[config.mk]
export PLATFORM = sky130hd
export DESIGN_NAME = cfewl_top
export DESIGN_NICKNAME = d
export VERILOG_FILES = /design/src/cfewl_pkg.sv /design/src/cfewl_top.sv /design/src/cfewl_sticky.sv
export VERILOG_INCLUDE_DIRS = /design/src
export SDC_FILE = /design/constraint.sdc
export NUM_CORES = 1
export LEC_CHECK = 0
export ABC_AREA = 1
export BUFFER_PORTS_ARGS = -buffer_cell sky130_fd_sc_hd__buf_4
export CAP_MARGIN = 20
export CORE_MARGIN = 8
export CORE_UTILIZATION = 34
export DETAILED_ROUTE_END_ITERATION = 7
export HOLD_SLACK_MARGIN = 0.1
export PLACE_DENSITY = 0.81
export SYNTH_ARGS = -nofsm -noshare
export SYNTH_HDL_FRONTEND = slang
export SYNTH_SLANG_ARGS = --single-unit
[constraint.sdc]
create_clock -name pclk -period 1.04 [get_ports pclk]
set_clock_uncertainty 0.05 [all_clocks]
set_input_delay 0.104 -clock pclk [delete_from_list [all_inputs] [get_ports pclk]]
set_output_delay 0.104 -clock pclk [all_outputs]
set_load 0.01 [all_outputs]
[src/cfewl_defs.svh]
// Register offsets, field positions and reset values of the function event logic
`ifndef CFEWL_DEFS_SVH
`define CFEWL_DEFS_SVH
`define CFEWL_OFF_EVENT 8'hF0
`define CFEWL_OFF_MASK 8'hF4
`define CFEWL_OFF_STATE 8'hF8
`define CFEWL_OFF_FORCE 8'hFC
`define CFEWL_BIT_FUNCTION_INTERRUPT_FLAG 15
`define CFEWL_BIT_WAKE_MASTER_MASK 14
`define CFEWL_BIT_GENERAL_WAKE_FLAG 4
`define CFEWL_CFG3_CARD_EN 3
`define CFEWL_CFG3_FUNC_EN 1
`define CFEWL_ISR_W 16
`define CFEWL_RST_FLAG 1'b0
`endif

[src/cfewl_pkg.sv]
// Types of the function event logic
package cfewl_pkg;
  typedef struct packed {
    logic function_interrupt_flag;
    logic general_wake_flag;
  } cfewl_flags_t;
  typedef struct packed {
    logic function_interrupt_flag;
    logic wake_master_mask;
    logic general_wake_flag;
  } cfewl_mask_t;
  typedef struct packed {
    logic [31:0] prdata;
    logic pready;
    logic pslverr;
  } cfewl_apb_rsp_t;
endpackage

[src/cfewl_top.sv]
// Function event, mask, present-state and force-event registers on APB
//
// Design decision made here: the APB slave port.
`include "cfewl_defs.svh"
module cfewl_top
  import cfewl_pkg::*;
#(
  parameter int ISR_W = `CFEWL_ISR_W
)
(
  input wire logic pclk,
  input wire logic presetn,
  input wire logic power_on_rst_n,
  input wire logic clk_en,
  input wire logic psel,
  input wire logic penable,
  input wire logic pwrite,
  input wire logic [7:0] paddr,
  input wire logic [31:0] pwdata,
  input wire logic [3:0] pstrb,
  output logic [31:0] prdata,
  output logic pready,
  output logic pslverr,
  input wire logic [7:0] third_configuration_register,
  input wire logic [ISR_W-1:0] interrupt_status_register,
  input wire logic pme_status,
  input wire logic interface_powered,
  output logic int_n,
  output logic cstschg
);
  typedef struct packed {
    cfewl_mask_t mask;
    logic general_wake_flag_prev;
  } cfewl_mask_state_t;
  typedef struct packed {
    cfewl_apb_rsp_t rsp;
    logic int_n;
    logic cstschg;
  } cfewl_state_t;

  function automatic logic hit(input logic [7:0] a, input logic [7:0] off);
    hit = (a[7:2] == off[7:2]);
  endfunction

  cfewl_state_t st;
  cfewl_state_t next_st;
  cfewl_mask_state_t mst;
  cfewl_mask_state_t next_mst;
  cfewl_flags_t ev;
  cfewl_flags_t ps;
  logic regs_on;
  logic wr;
  logic rd;
  logic [1:0] ev_set;
  logic [1:0] ev_clr;
  logic [31:0] rdata;

  assign regs_on = third_configuration_register[`CFEWL_CFG3_CARD_EN]
                 & third_configuration_register[`CFEWL_CFG3_FUNC_EN];
  assign wr = psel & penable & pwrite & regs_on;
  assign rd = psel & ~penable & ~pwrite;
  assign ps.function_interrupt_flag = |interrupt_status_register;
  assign ps.general_wake_flag = pme_status;

  // Lane 1 carries bit 15, lane 0 carries bit 4
  assign ev_set[1] = wr & pstrb[1] & hit(paddr, `CFEWL_OFF_FORCE)
                   & pwdata[`CFEWL_BIT_FUNCTION_INTERRUPT_FLAG];
  assign ev_set[0] = (wr & pstrb[0] & hit(paddr, `CFEWL_OFF_FORCE)
                   & pwdata[`CFEWL_BIT_GENERAL_WAKE_FLAG])
                   | (regs_on & ps.general_wake_flag & ~mst.general_wake_flag_prev);
  assign ev_clr[1] = wr & pstrb[1] & hit(paddr, `CFEWL_OFF_EVENT)
                   & pwdata[`CFEWL_BIT_FUNCTION_INTERRUPT_FLAG];
  assign ev_clr[0] = wr & pstrb[0] & hit(paddr, `CFEWL_OFF_EVENT)
                   & pwdata[`CFEWL_BIT_GENERAL_WAKE_FLAG];

  // Flags sit on the power-on reset only, so the card reset pin leaves them
  genvar g;
  generate
    for (g = 0; g < 2; g++)
    begin : g_flag
      logic f;
      cfewl_sticky u_flag (
        .pclk(pclk),
        .flag_rst_n(power_on_rst_n),
        .clk_en(clk_en),
        .set(ev_set[g]),
        .clear(ev_clr[g]),
        .flag(f)
      );
    end
  endgenerate
  assign ev.function_interrupt_flag = g_flag[1].f;
  assign ev.general_wake_flag = g_flag[0].f;

  always_comb
  begin
    rdata = 32'h0000_0000;
    if (regs_on)
    begin
      if (hit(paddr, `CFEWL_OFF_EVENT))
      begin
        rdata[`CFEWL_BIT_FUNCTION_INTERRUPT_FLAG] = ev.function_interrupt_flag;
        rdata[`CFEWL_BIT_GENERAL_WAKE_FLAG] = ev.general_wake_flag;
      end
      else if (hit(paddr, `CFEWL_OFF_MASK))
      begin
        rdata[`CFEWL_BIT_FUNCTION_INTERRUPT_FLAG] = mst.mask.function_interrupt_flag;
        rdata[`CFEWL_BIT_WAKE_MASTER_MASK] = mst.mask.wake_master_mask;
        rdata[`CFEWL_BIT_GENERAL_WAKE_FLAG] = mst.mask.general_wake_flag;
      end
      else if (hit(paddr, `CFEWL_OFF_STATE))
      begin
        rdata[`CFEWL_BIT_FUNCTION_INTERRUPT_FLAG] = ps.function_interrupt_flag;
        rdata[`CFEWL_BIT_GENERAL_WAKE_FLAG] = ps.general_wake_flag;
      end
    end
  end

  always_comb
  begin
    next_mst = mst;
    // Wake history on the power-on reset, so a card reset cannot fake an edge
    next_mst.general_wake_flag_prev = ps.general_wake_flag;
    if (wr && hit(paddr, `CFEWL_OFF_MASK))
    begin
      if (pstrb[1])
      begin
        next_mst.mask.function_interrupt_flag = pwdata[`CFEWL_BIT_FUNCTION_INTERRUPT_FLAG];
        next_mst.mask.wake_master_mask = pwdata[`CFEWL_BIT_WAKE_MASTER_MASK];
      end
      if (pstrb[0])
        next_mst.mask.general_wake_flag = pwdata[`CFEWL_BIT_GENERAL_WAKE_FLAG];
    end
  end

  // Masks survive the card reset pin
  always_ff @(posedge pclk or negedge power_on_rst_n)
  begin
    if (!power_on_rst_n)
      mst <= '0;
    else if (clk_en)
      mst <= next_mst;
  end

  always_comb
  begin
    logic function_interrupt_flag_src;
    logic wake_src;
    function_interrupt_flag_src = 1'b0;
    wake_src = 1'b0;
    next_st = st;
    // Data is registered in setup, so access completes in one cycle when clk_en is high in the setup cycle
    next_st.rsp.pready = psel & ~penable;
    next_st.rsp.pslverr = 1'b0;
    if (rd)
      next_st.rsp.prdata = rdata;
    function_interrupt_flag_src = regs_on & mst.mask.function_interrupt_flag & (ps.function_interrupt_flag | ev.function_interrupt_flag);
    wake_src = regs_on & mst.mask.wake_master_mask
             & ((mst.mask.function_interrupt_flag & ev.function_interrupt_flag)
             | (mst.mask.general_wake_flag & ev.general_wake_flag));
    next_st.int_n = ~(function_interrupt_flag_src & interface_powered);
    next_st.cstschg = wake_src & ~interface_powered;
  end

  always_ff @(posedge pclk or negedge presetn)
  begin
    if (!presetn)
    begin
      st <= '0;
      st.int_n <= 1'b1;
    end
    else if (clk_en)
      st <= next_st;
  end

  assign prdata = st.rsp.prdata;
  assign pready = st.rsp.pready;
  assign pslverr = st.rsp.pslverr;
  assign int_n = st.int_n;
  assign cstschg = st.cstschg;
endmodule

[src/cfewl_sticky.sv]
// One sticky event flag: set wins over write-one-to-clear
module cfewl_sticky
  import cfewl_pkg::*;
(
  input wire logic pclk,
  input wire logic flag_rst_n,
  input wire logic clk_en,
  input wire logic set,
  input wire logic clear,
  output logic flag
);
  typedef struct packed {
    logic flag;
  } cfewl_sticky_state_t;
  cfewl_sticky_state_t st;
  cfewl_sticky_state_t next_st;
  always_comb
  begin
    next_st = st;
    if (set)
      next_st.flag = 1'b1;
    else if (clear)
      next_st.flag = 1'b0;
  end
  always_ff @(posedge pclk or negedge flag_rst_n)
  begin
    if (!flag_rst_n)
      st <= '0;
    else if (clk_en)
      st <= next_st;
  end
  assign flag = st.flag;
endmodule

==> impl_metrics.py, run 1 <==
metrics = {
    "drt": {
        "met2RoutedLength_um": 1330,
        "dr.pass1.iters": 4,
        "routed.top_layer": "met4",
        "drtAntennaViolNets": 0,
        "wire_per_inst_um": 11.5,
        "via_per_inst": 4.35,
        "wl_met3_um": 262,
        "routed_wl_um": 2710,
        "drc": 0,
        "vias": 1022,
        "met1_length_um": 1060,
        "drt_iter0_markers": 22,
    },
    "grt": {
        "grt-ovfl-total": 0,
        "antenna_found_initial": 0,
        "grt_pass1_wl_um": 4620,
        "grtUsageTotal": 0.109,
        "grt_pass1_vias": 1047,
        "grt_max_degree": 10,
    },
    "place": {
        "dp_slack_ns": 0.000453,
        "dpl_cell_area_um2": 1260,
        "io_buffers": 43,
        "hpwl_um": 2220,
        "gp_congestion": 0.869,
    },
    "die": {
        "core-area_um2": 2780,
        "rows": 19,
        "fp.dieH_um": 70.3,
        "die_w_um": 70.3,
        "num_io_pins": 113,
        "start_util": 0.361,
        "die-area_um2": 4950,
    },
    "cells_and_area": {
        "n_antenna_cell": 0,
        "drive_gt1_frac": 0.294,
        "nNetsFinal": 282,
        "syn_to_final_growth_pct": 40.9,
        "fillerInstances": 287,
        "final_area_um2": 1410,
        "final_core_util": 0.508,
    },
    "sta": {
        "finalWorstSetupSlack_ns": -0.0227,
        "drv_slew": 0,
        "timing.fmax_mhz": 941,
        "post-route-min-period_ns": 1.06,
        "finalHoldViolations": 0,
        "post-route-period-util": 1.02,
        "setup_viol": 1,
        "rsz0062_at_grt": "yes",
    },
    "synth": {
        "syn_area_per_cell_um2": 6.97,
        "ys_ff_latch": 12,
        "synth_area_um2": 1000,
        "synth_top_area_frac": 0.274,
        "synth_top_area_cell": "dfrtp_1",
        "ys_seq_area_frac": 0.300,
        "synth_cell_type_count": 22,
        "syn_inst": 144,
        "yosysWarnings": 0,
        "ys_top_cells_by_area": "dfrtp_1, buf_4, nand2_1",
    },
    "clocking": {
        "cts_root_buffer": "clkbuf_4",
        "clk_latency_ns": 0.27,
        "post_cts_buffers": 0,
        "h-tree-depth": 1,
        "max-clock-path-buffers": 2,
        "cts_made_buffers": 3,
        "cts.sinks": 12,
        "clk_pin_slew_ns": 0.07,
        "cts_tree": "yes",
    },
    "min_path": {
        "worstHoldPathType": "in -> reg",
    },
    "worst_setup_path": {
        "path_delay_family": "flip-flops",
        "cp_slowest_cell": "dfstp_2",
        "crit_path_end_kind": "output port",
        "slowest_delay_ns": 0.54,
        "start_kind": "flip-flop",
        "cp.arrival_ns": 0.91,
        "critPathKind": "reg -> out",
        "worstPathCellList": "buf_6",
        "critical_path_buf_inv_count": 1,
        "required_ns": 0.89,
        "crit_fanout": 2,
    },
    "pwr": {
        "p_total_w": 0.00111,
        "p_per_area_nw_per_um2": 782,
        "p_leak_nw": 0.770,
        "vdd_ir_drop_max_v": 0.000564,
    },
    "outcome": {
        "status": "finished with violations",
        "violations": "negative setup slack",
    },
    "run": {
        "maxCapViolations": 0,
    },
}
## per-layer routing
| layer | global-route usage | up-vias |
|---|---|---|
| met5 | 0 | - |
| li1 | - | 514 |
| met2 | 0.178 | 51 |
| met3 | 0.0438 | 7 |
| met4 | 0.0469 | 0 |
| met1 | 0.122 | 450 |
## final timing paths
| path | slack [ns] | endpoint | depth (start not counted) | start |
|---|---|---|---|---|
| min in group asynchronous | 0.11 | g_flag[1].u_flag.flag | 2 | power_on_rst_n |
| max | -0.02 | int_n | 1 | int_n |
| max in group asynchronous | 0.62 | int_n | 2 | presetn |
| max reg2reg | 0.12 | cstschg | 4 | mst[3] |
| min reg2reg | 0.44 | prdata[14] | 2 | prdata[14] |
| min | 0.1 | int_n | 6 | interrupt_status_register[14] |
## per-stage QoR
step / TNS (ns) / hold slack (ns) / cells
final: -0.0227 / 0.0994 / 235
after global placement: 0 / -0.137 / 219
after floorplan: 0 / -0.242 / 173
after detailed placement: 0 / -0.134 / 219
after global routing: -0.0548 / 0.105 / 235
after CTS: -0.0285 / 0.107 / 235
## power by group
group | internal [W] | total, W | switching, W
clock | 0.000149 | 0.000301 | 0.000152
combinational | 0.000156 | 0.000309 | 0.000153
sequential | 0.000485 | 0.000496 | 0.0000110
## synthesized netlist by cell type
cell,count
nand2_1,38
buf_4,31
nor2_1,19
dfrtp_1,11
inv_1,8
nand3_1,8
o21ai_0,8
nand4_1,4
nor2_2,3
nand2_4,2
a21oi_1,1
clkinv_2,1
conb_1,1
dfstp_2,1
inv_2,1
nand2_2,1
nand3b_1,1
nor2_8,1
nor3_1,1
nor3_2,1
o21a_1,1
o21ai_1,1
## final cells by class
class | count | area (um2) | area share
Multi-Input combinational cell | 120 | 539 | 0.381
Timing Repair Buffer | 58 | 469 | 0.332
Sequential cell | 12 | 302 | 0.213
Inverter | 10 | 38.8 | 0.0274
Tap cell | 31 | 38.8 | 0.0274
Clock buffer | 4 | 26.3 | 0.0186
## flip-flops by register name, indices dropped and copies added (netlist names)
signal / count
int_n: 1
g_flag.u_flag.flag: 2
pready: 1
cstschg: 1
mst: 4
prdata: 3
## placed cells by master (no fill, tap or decap), types with 2 or more instances in the layout
master         netlist  routed
o21ai_1              1       3
dfrtp_1             11      11
nand4_1              4       4
inv_1                8       8
nand2_4              2       2
nor2_1              19      19
clkbuf_4             0       3
conb_1               1      30
nand2_1             38      38
o21ai_0              8       6
nand3_1              8       8
dlygate4sd3_1        0      12
buf_4               31      45
nor2_2               3       3
## cell families after synthesis
family                 synth area share
AOI/OAI and AO/OA                0.0574
buffers and inverters             0.271
DFF                               0.300
other                           0.00374
and+or+nand+nor                   0.368
## repair_timing
action	4_1_cts	5_1_grt
resized for setup	1	2
setup endpoints to repair	1	2
endpoints found under the hold margin	19	0
hold buffers	12	0
(Power assumes the default switching activity.)
==> run 2: changes to the inputs <==
--- a/config.mk
+++ b/config.mk
@@ -12,8 +12,10 @@
 export CORE_MARGIN = 8
 export CORE_UTILIZATION = 34
 export DETAILED_ROUTE_END_ITERATION = 7
+export GPL_ROUTABILITY_DRIVEN = 0
 export HOLD_SLACK_MARGIN = 0.1
-export PLACE_DENSITY = 0.81
+export PLACE_DENSITY = 0.8
 export SYNTH_ARGS = -nofsm -noshare
 export SYNTH_HDL_FRONTEND = slang
+export SYNTH_HIERARCHICAL = 1
 export SYNTH_SLANG_ARGS = --single-unit
==> impl_metrics.py, run 2 <==
metrics = {
    "outcome": {
        "status": "finished with violations",
        "violations": "negative setup slack",
    },
    "drt": {
        "drt_iter0_markers": 35,
        "drtAntennaViolNets": 0,
        "wl_met3_um": 219,
        "met1_length_um": 950,
        "wire_per_inst_um": 10.8,
        "met2RoutedLength_um": 1470,
        "drc": 0,
        "routed_wl_um": 2640,
        "dr.pass1.iters": 4,
        "routed.top_layer": "met3",
        "vias": 1005,
        "via_per_inst": 4.12,
    },
    "die": {
        "fp.dieH_um": 70.9,
        "core-area_um2": 2950,
        "num_io_pins": 113,
        "die_w_um": 70.9,
        "start_util": 0.347,
        "rows": 20,
        "die-area_um2": 5020,
    },
    "synth": {
        "ys_ff_latch": 12,
        "synth_area_um2": 1020,
        "yosys-top-cells-count": "nand2_1, buf_4, nor2_1",
        "synth_ff_type": "dfrtp_1",
        "synth_edf_count": 0,
        "synth.most_common_cell": "nand2_1",
        "synthArstFlopShare": 1.00,
        "synth_top_area_cell": "dfrtp_1",
        "synth_cell_type_count": 21,
        "ys_top_cells_by_area": "dfrtp_1, buf_4, nand2_1",
        "yosysWarnings": 6,
        "syn_inst": 149,
        "syn_area_per_cell_um2": 6.87,
        "synth_top_area_frac": 0.269,
        "ys_seq_area_frac": 0.295,
    },
    "cells_and_area": {
        "nNetsFinal": 289,
        "mostFrequentLayoutCells": "buf_4, nand2_1, conb_1, nor2_1",
        "drive_gt1_frac": 0.318,
        "fillerInstances": 300,
        "syn_to_final_growth_pct": 42.9,
        "fin_cells": 244,
        "n_antenna_cell": 0,
        "largest-register": "mst",
        "largest_reg_flops": 4,
        "layout_commonest_cell": "buf_4",
    },
    "grt": {
        "grtUsageTotal": 0.105,
        "grt-ovfl-total": 0,
        "grt_pass1_wl_um": 4350,
        "antenna_found_initial": 0,
        "grt_max_degree": 8,
        "grt_pass1_vias": 976,
    },
    "clocking": {
        "cts_tree": "yes",
        "cts.sinks": 12,
        "h-tree-depth": 1,
        "cts_root_buffer": "clkbuf_4",
        "max-clock-path-buffers": 2,
        "cts_hold_repair.buffers": 11,
        "clk_latency_ns": 0.27,
        "clk_pin_slew_ns": 0.08,
        "cts_made_buffers": 3,
    },
    "pwr": {
        "p_per_area_nw_per_um2": 804,
        "p_total_w": 0.00118,
        "vdd_ir_drop_max_v": 0.000535,
        "p_leak_nw": 0.764,
    },
    "sta": {
        "setup_viol": 1,
        "holdWs_ns": 0.0935,
        "timing.fmax_mhz": 938,
        "finalHoldViolations": 0,
        "post-route-min-period_ns": 1.07,
        "finalWorstSetupSlack_ns": -0.0262,
        "rsz0062_at_grt": "yes",
        "post-route-period-util": 1.03,
        "drv_slew": 0,
    },
    "worst_setup_path": {
        "critPathLaunch": "int_n",
        "worstPathCellList": "buf_6",
        "start_kind": "flip-flop",
        "path_delay_family": "flip-flops",
        "critPathKind": "reg -> out",
        "reg2reg_slack_ns": 0.09,
        "crit_path_end_kind": "output port",
        "timing.rr.end": "cstschg",
        "crit_fanout": 2,
        "cp_slowest_cell": "dfstp_2",
        "critical_path_buf_inv_count": 1,
        "reg2reg_from": "mst[3]",
        "ff2ff_path_depth": 4,
        "slowest_delay_ns": 0.54,
        "cp.arrival_ns": 0.91,
        "required_ns": 0.89,
    },
    "place": {
        "io_buffers": 43,
        "dp.cells": 227,
        "hpwl_um": 2320,
    },
    "min_path": {
        "hold_start": "interrupt_status_register[14]",
        "worstHoldPathType": "in -> reg",
        "hold_depth": 6,
        "holdPathEnd": "int_n",
    },
    "run": {
        "maxCapViolations": 0,
    },
}
run 2: cell types whose count changed after synthesis, sizes merged, moves of 2 or more:
cell and delta:
inv +2, o21ai -4, nand4 -3, nand3 +2
nand2 +5, o211ai +2
run 2: per-stage QoR:
step                 util  area [um2]  setup TNS, ns  setup slack [ns]
CTS                 0.492        1450        -0.0343           -0.0343
global placement    0.438        1290              0            0.0332
detailed placement  0.438        1290              0           0.00748
floorplan               -        1130              0             0.141
global route        0.495        1460        -0.0683           -0.0683
finish              0.495        1460        -0.0262           -0.0262
run 2: repair_timing:
| item | CTS | global route |
|---|---|---|
| gates cloned | 0 | 0 |
| endpoints found under the hold margin | 21 | 1 |
| setup endpoints to repair | 1 | 2 |
| resized for setup | 1 | 1 |
| buffers inserted | 1 | 1 |
run 2: final cells by class:
type,instances,area [um2],area share
clock buffer,4,36.3,0.0248
inverter,11,41.3,0.0282
multi-input combinational,124,561,0.383
sequential,12,302,0.206
tap,33,41.3,0.0282
timing repair buffer,60,482,0.329
run 2: routing by layer:
metal,GRT usage,vias to the layer above
li1,-,526
met1,0.108,441
met2,0.195,38
met3,0.0480,0
met4,0.00693,0
met5,0,-
run 2: cell families (layout without fill, tap and decap cells):
logic type             Yosys count  in the layout  synth area share
buffers and inverters           42             75             0.268
and+or+nand+nor                 84             84             0.373
other                            1             30           0.00366
AOI/OAI and AO/OA               10             10            0.0611
DFF                             12             12             0.295
run 2: worst max-delay path by stage:
stage / to / slack, ns / depth (start not counted)
4_1_cts: int_n / -0.03 / 1
3_5_place_dp: g_flag[0].u_flag/flag / 0.007 / 10
5_1_grt: int_n / -0.07 / 1
3_3_place_gp: g_flag[0].u_flag/flag / 0.03 / 10
6_report: int_n / -0.03 / 1
2_1_floorplan: g_flag[0].u_flag/flag / 0.14 / 9
run 2: report_power, final:
part	leakage [nW]	switching (W)	internal, W
registers	0.156	0.00000960	0.000483
logic	0.587	0.000156	0.000153
clock network	0.0210	0.000160	0.000213
==> run 3: changes to the inputs <==
==> constraint.sdc (replaced) <==
create_clock -name pclk -period 1.11 [get_ports pclk]
set_clock_uncertainty 0.05 [all_clocks]
set_input_delay 0.111 -clock pclk [delete_from_list [all_inputs] [get_ports pclk]]
set_output_delay 0.111 -clock pclk [all_outputs]
set_load 0.01 [all_outputs]
==> impl_metrics.py, run 3 (synthesis results as in run 2) <==
metrics = {
    "worst_setup_path": {
        "crit_fanout": 2,
        "critical_path_buf_inv_count": 1,
        "required_ns": 0.95,
        "cp_num_cells": 1,
        "worstPathCellList": "buf_6",
        "slowest_delay_ns": 0.54,
        "reg2reg_slack_ns": 0.12,
        "cp.arrival_ns": 0.91,
        "start_kind": "flip-flop",
        "path_delay_family": "flip-flops",
        "ff2ff_path_depth": 4,
        "cp_slowest_cell": "dfstp_2",
        "critPathKind": "reg -> out",
        "crit_path_end_kind": "output port",
    },
    "grt": {
        "antenna_found_initial": 0,
        "grt_pass1_vias": 990,
        "grt_max_degree": 8,
        "grt_pass1_wl_um": 4420,
        "grtUsageTotal": 0.105,
        "grt-ovfl-total": 0,
    },
    "cells_and_area": {
        "nNetsFinal": 285,
        "multi_input_area_um2": 557,
        "final_core_util": 0.481,
        "syn_to_final_growth_pct": 38.6,
        "fillerInstances": 328,
        "largest-register": "mst",
        "layout_commonest_cell": "buf_4",
        "fin_cells": 240,
        "n_antenna_cell": 0,
        "seqCellArea_um2": 302,
        "drive_gt1_frac": 0.295,
        "largest_reg_flops": 4,
        "mostFrequentLayoutCells": "buf_4, nand2_1, conb_1, nor2_1",
    },
    "drt": {
        "dr.pass1.iters": 4,
        "wire_per_inst_um": 11.0,
        "drt_iter0_markers": 34,
        "drtAntennaViolNets": 0,
        "drc": 0,
        "routed_wl_um": 2640,
        "via_per_inst": 4.12,
        "vias": 989,
    },
    "place": {
        "hpwl_um": 2320,
        "io_buffers": 43,
        "dp.cells": 225,
    },
    "clocking": {
        "clk_pin_slew_ns": 0.07,
        "clk_latency_ns": 0.27,
        "cts_root_buffer": "clkbuf_4",
        "cts_made_buffers": 3,
        "cts_tree": "yes",
        "post_cts_buffers": 0,
        "h-tree-depth": 1,
        "cts.sinks": 12,
        "max-clock-path-buffers": 2,
    },
    "outcome": {
        "status": "finished, final reports clean",
    },
    "die": {
        "start_util": 0.347,
        "die_w_um": 70.9,
        "rows": 20,
        "die-area_um2": 5020,
        "num_io_pins": 113,
        "core-area_um2": 2950,
        "fp.dieH_um": 70.9,
    },
    "sta": {
        "rsz0062_at_grt": "no",
        "post-route-period-util": 0.962,
        "finalHoldViolations": 0,
        "setup_viol": 0,
        "drv_slew": 0,
        "post-route-min-period_ns": 1.07,
        "holdWs_ns": 0.105,
        "timing.fmax_mhz": 936,
        "final.setup.tns_ns": 0,
    },
    "pwr": {
        "p_per_area_nw_per_um2": 724,
        "vdd_ir_drop_max_v": 0.000537,
        "p_leak_nw": 0.739,
    },
    "run": {
        "maxCapViolations": 0,
    },
    "min_path": {
        "worstHoldPathType": "in -> reg",
        "hold_depth": 6,
    },
}
run 3: cell count changes in the layout (fill, tap and decap cells not counted), sizes merged:
cell,change
buf,-4
run 3: metrics by stage:
| step | power, W | instance area (um2) | worst slack [ns] |
|---|---|---|---|
| after floorplan | 0.000657 | 1130 | 0.204 |
| after global placement | 0.000718 | 1280 | 0.0839 |
| after detailed placement | 0.000723 | 1280 | 0.0571 |
| after CTS | 0.00104 | 1420 | 0.0226 |
| after global routing | 0.00110 | 1420 | 0.00373 |
| final | 0.00103 | 1420 | 0.0421 |
run 3: area by class of cell:
class / count / area share
Tap cell: 33 / 0.0291
Clock buffer: 4 / 0.0185
Inverter: 11 / 0.0291
Sequential cell: 12 / 0.213
Timing Repair Buffer: 56 / 0.318
Multi-Input combinational cell: 124 / 0.392
run 3: final timing paths:
kind | to | start
min in group asynchronous | mst[0] | power_on_rst_n
max reg2reg | cstschg | mst[3]
max | int_n | int_n
min reg2reg | pready | pready
max in group asynchronous | int_n | presetn
min | int_n | interrupt_status_register[14]
run 3: where the power goes:
| part | switching (W) | internal, W | total (W) |
|---|---|---|---|
| logic | 0.000144 | 0.000142 | 0.000285 |
| registers | 0.00000930 | 0.000453 | 0.000462 |
| clock network | 0.000140 | 0.000139 | 0.000280 |
| total | 0.000293 | 0.000734 | 0.00103 |
run 3: metal layers:
metal | routed length, um | track usage | vias to the layer above | part of all wire
met4 | 4 | 0.0139 | 0 | 0.0015
met5 | 0 | 0 | - | 0
met2 | 1510 | 0.202 | 31 | 0.57
met3 | 196 | 0.0424 | 2 | 0.074
li1 | - | - | 521 | -
met1 | 925 | 0.104 | 435 | 0.35
run 3: what timing repair did:
| action | 4_1_cts | 5_1_grt |
|---|---|---|
| setup endpoints to repair | 0 | 1 |
| hold buffers | 11 | 0 |
| resized for setup | 0 | 1 |
| endpoints found under the hold margin | 20 | 0 |
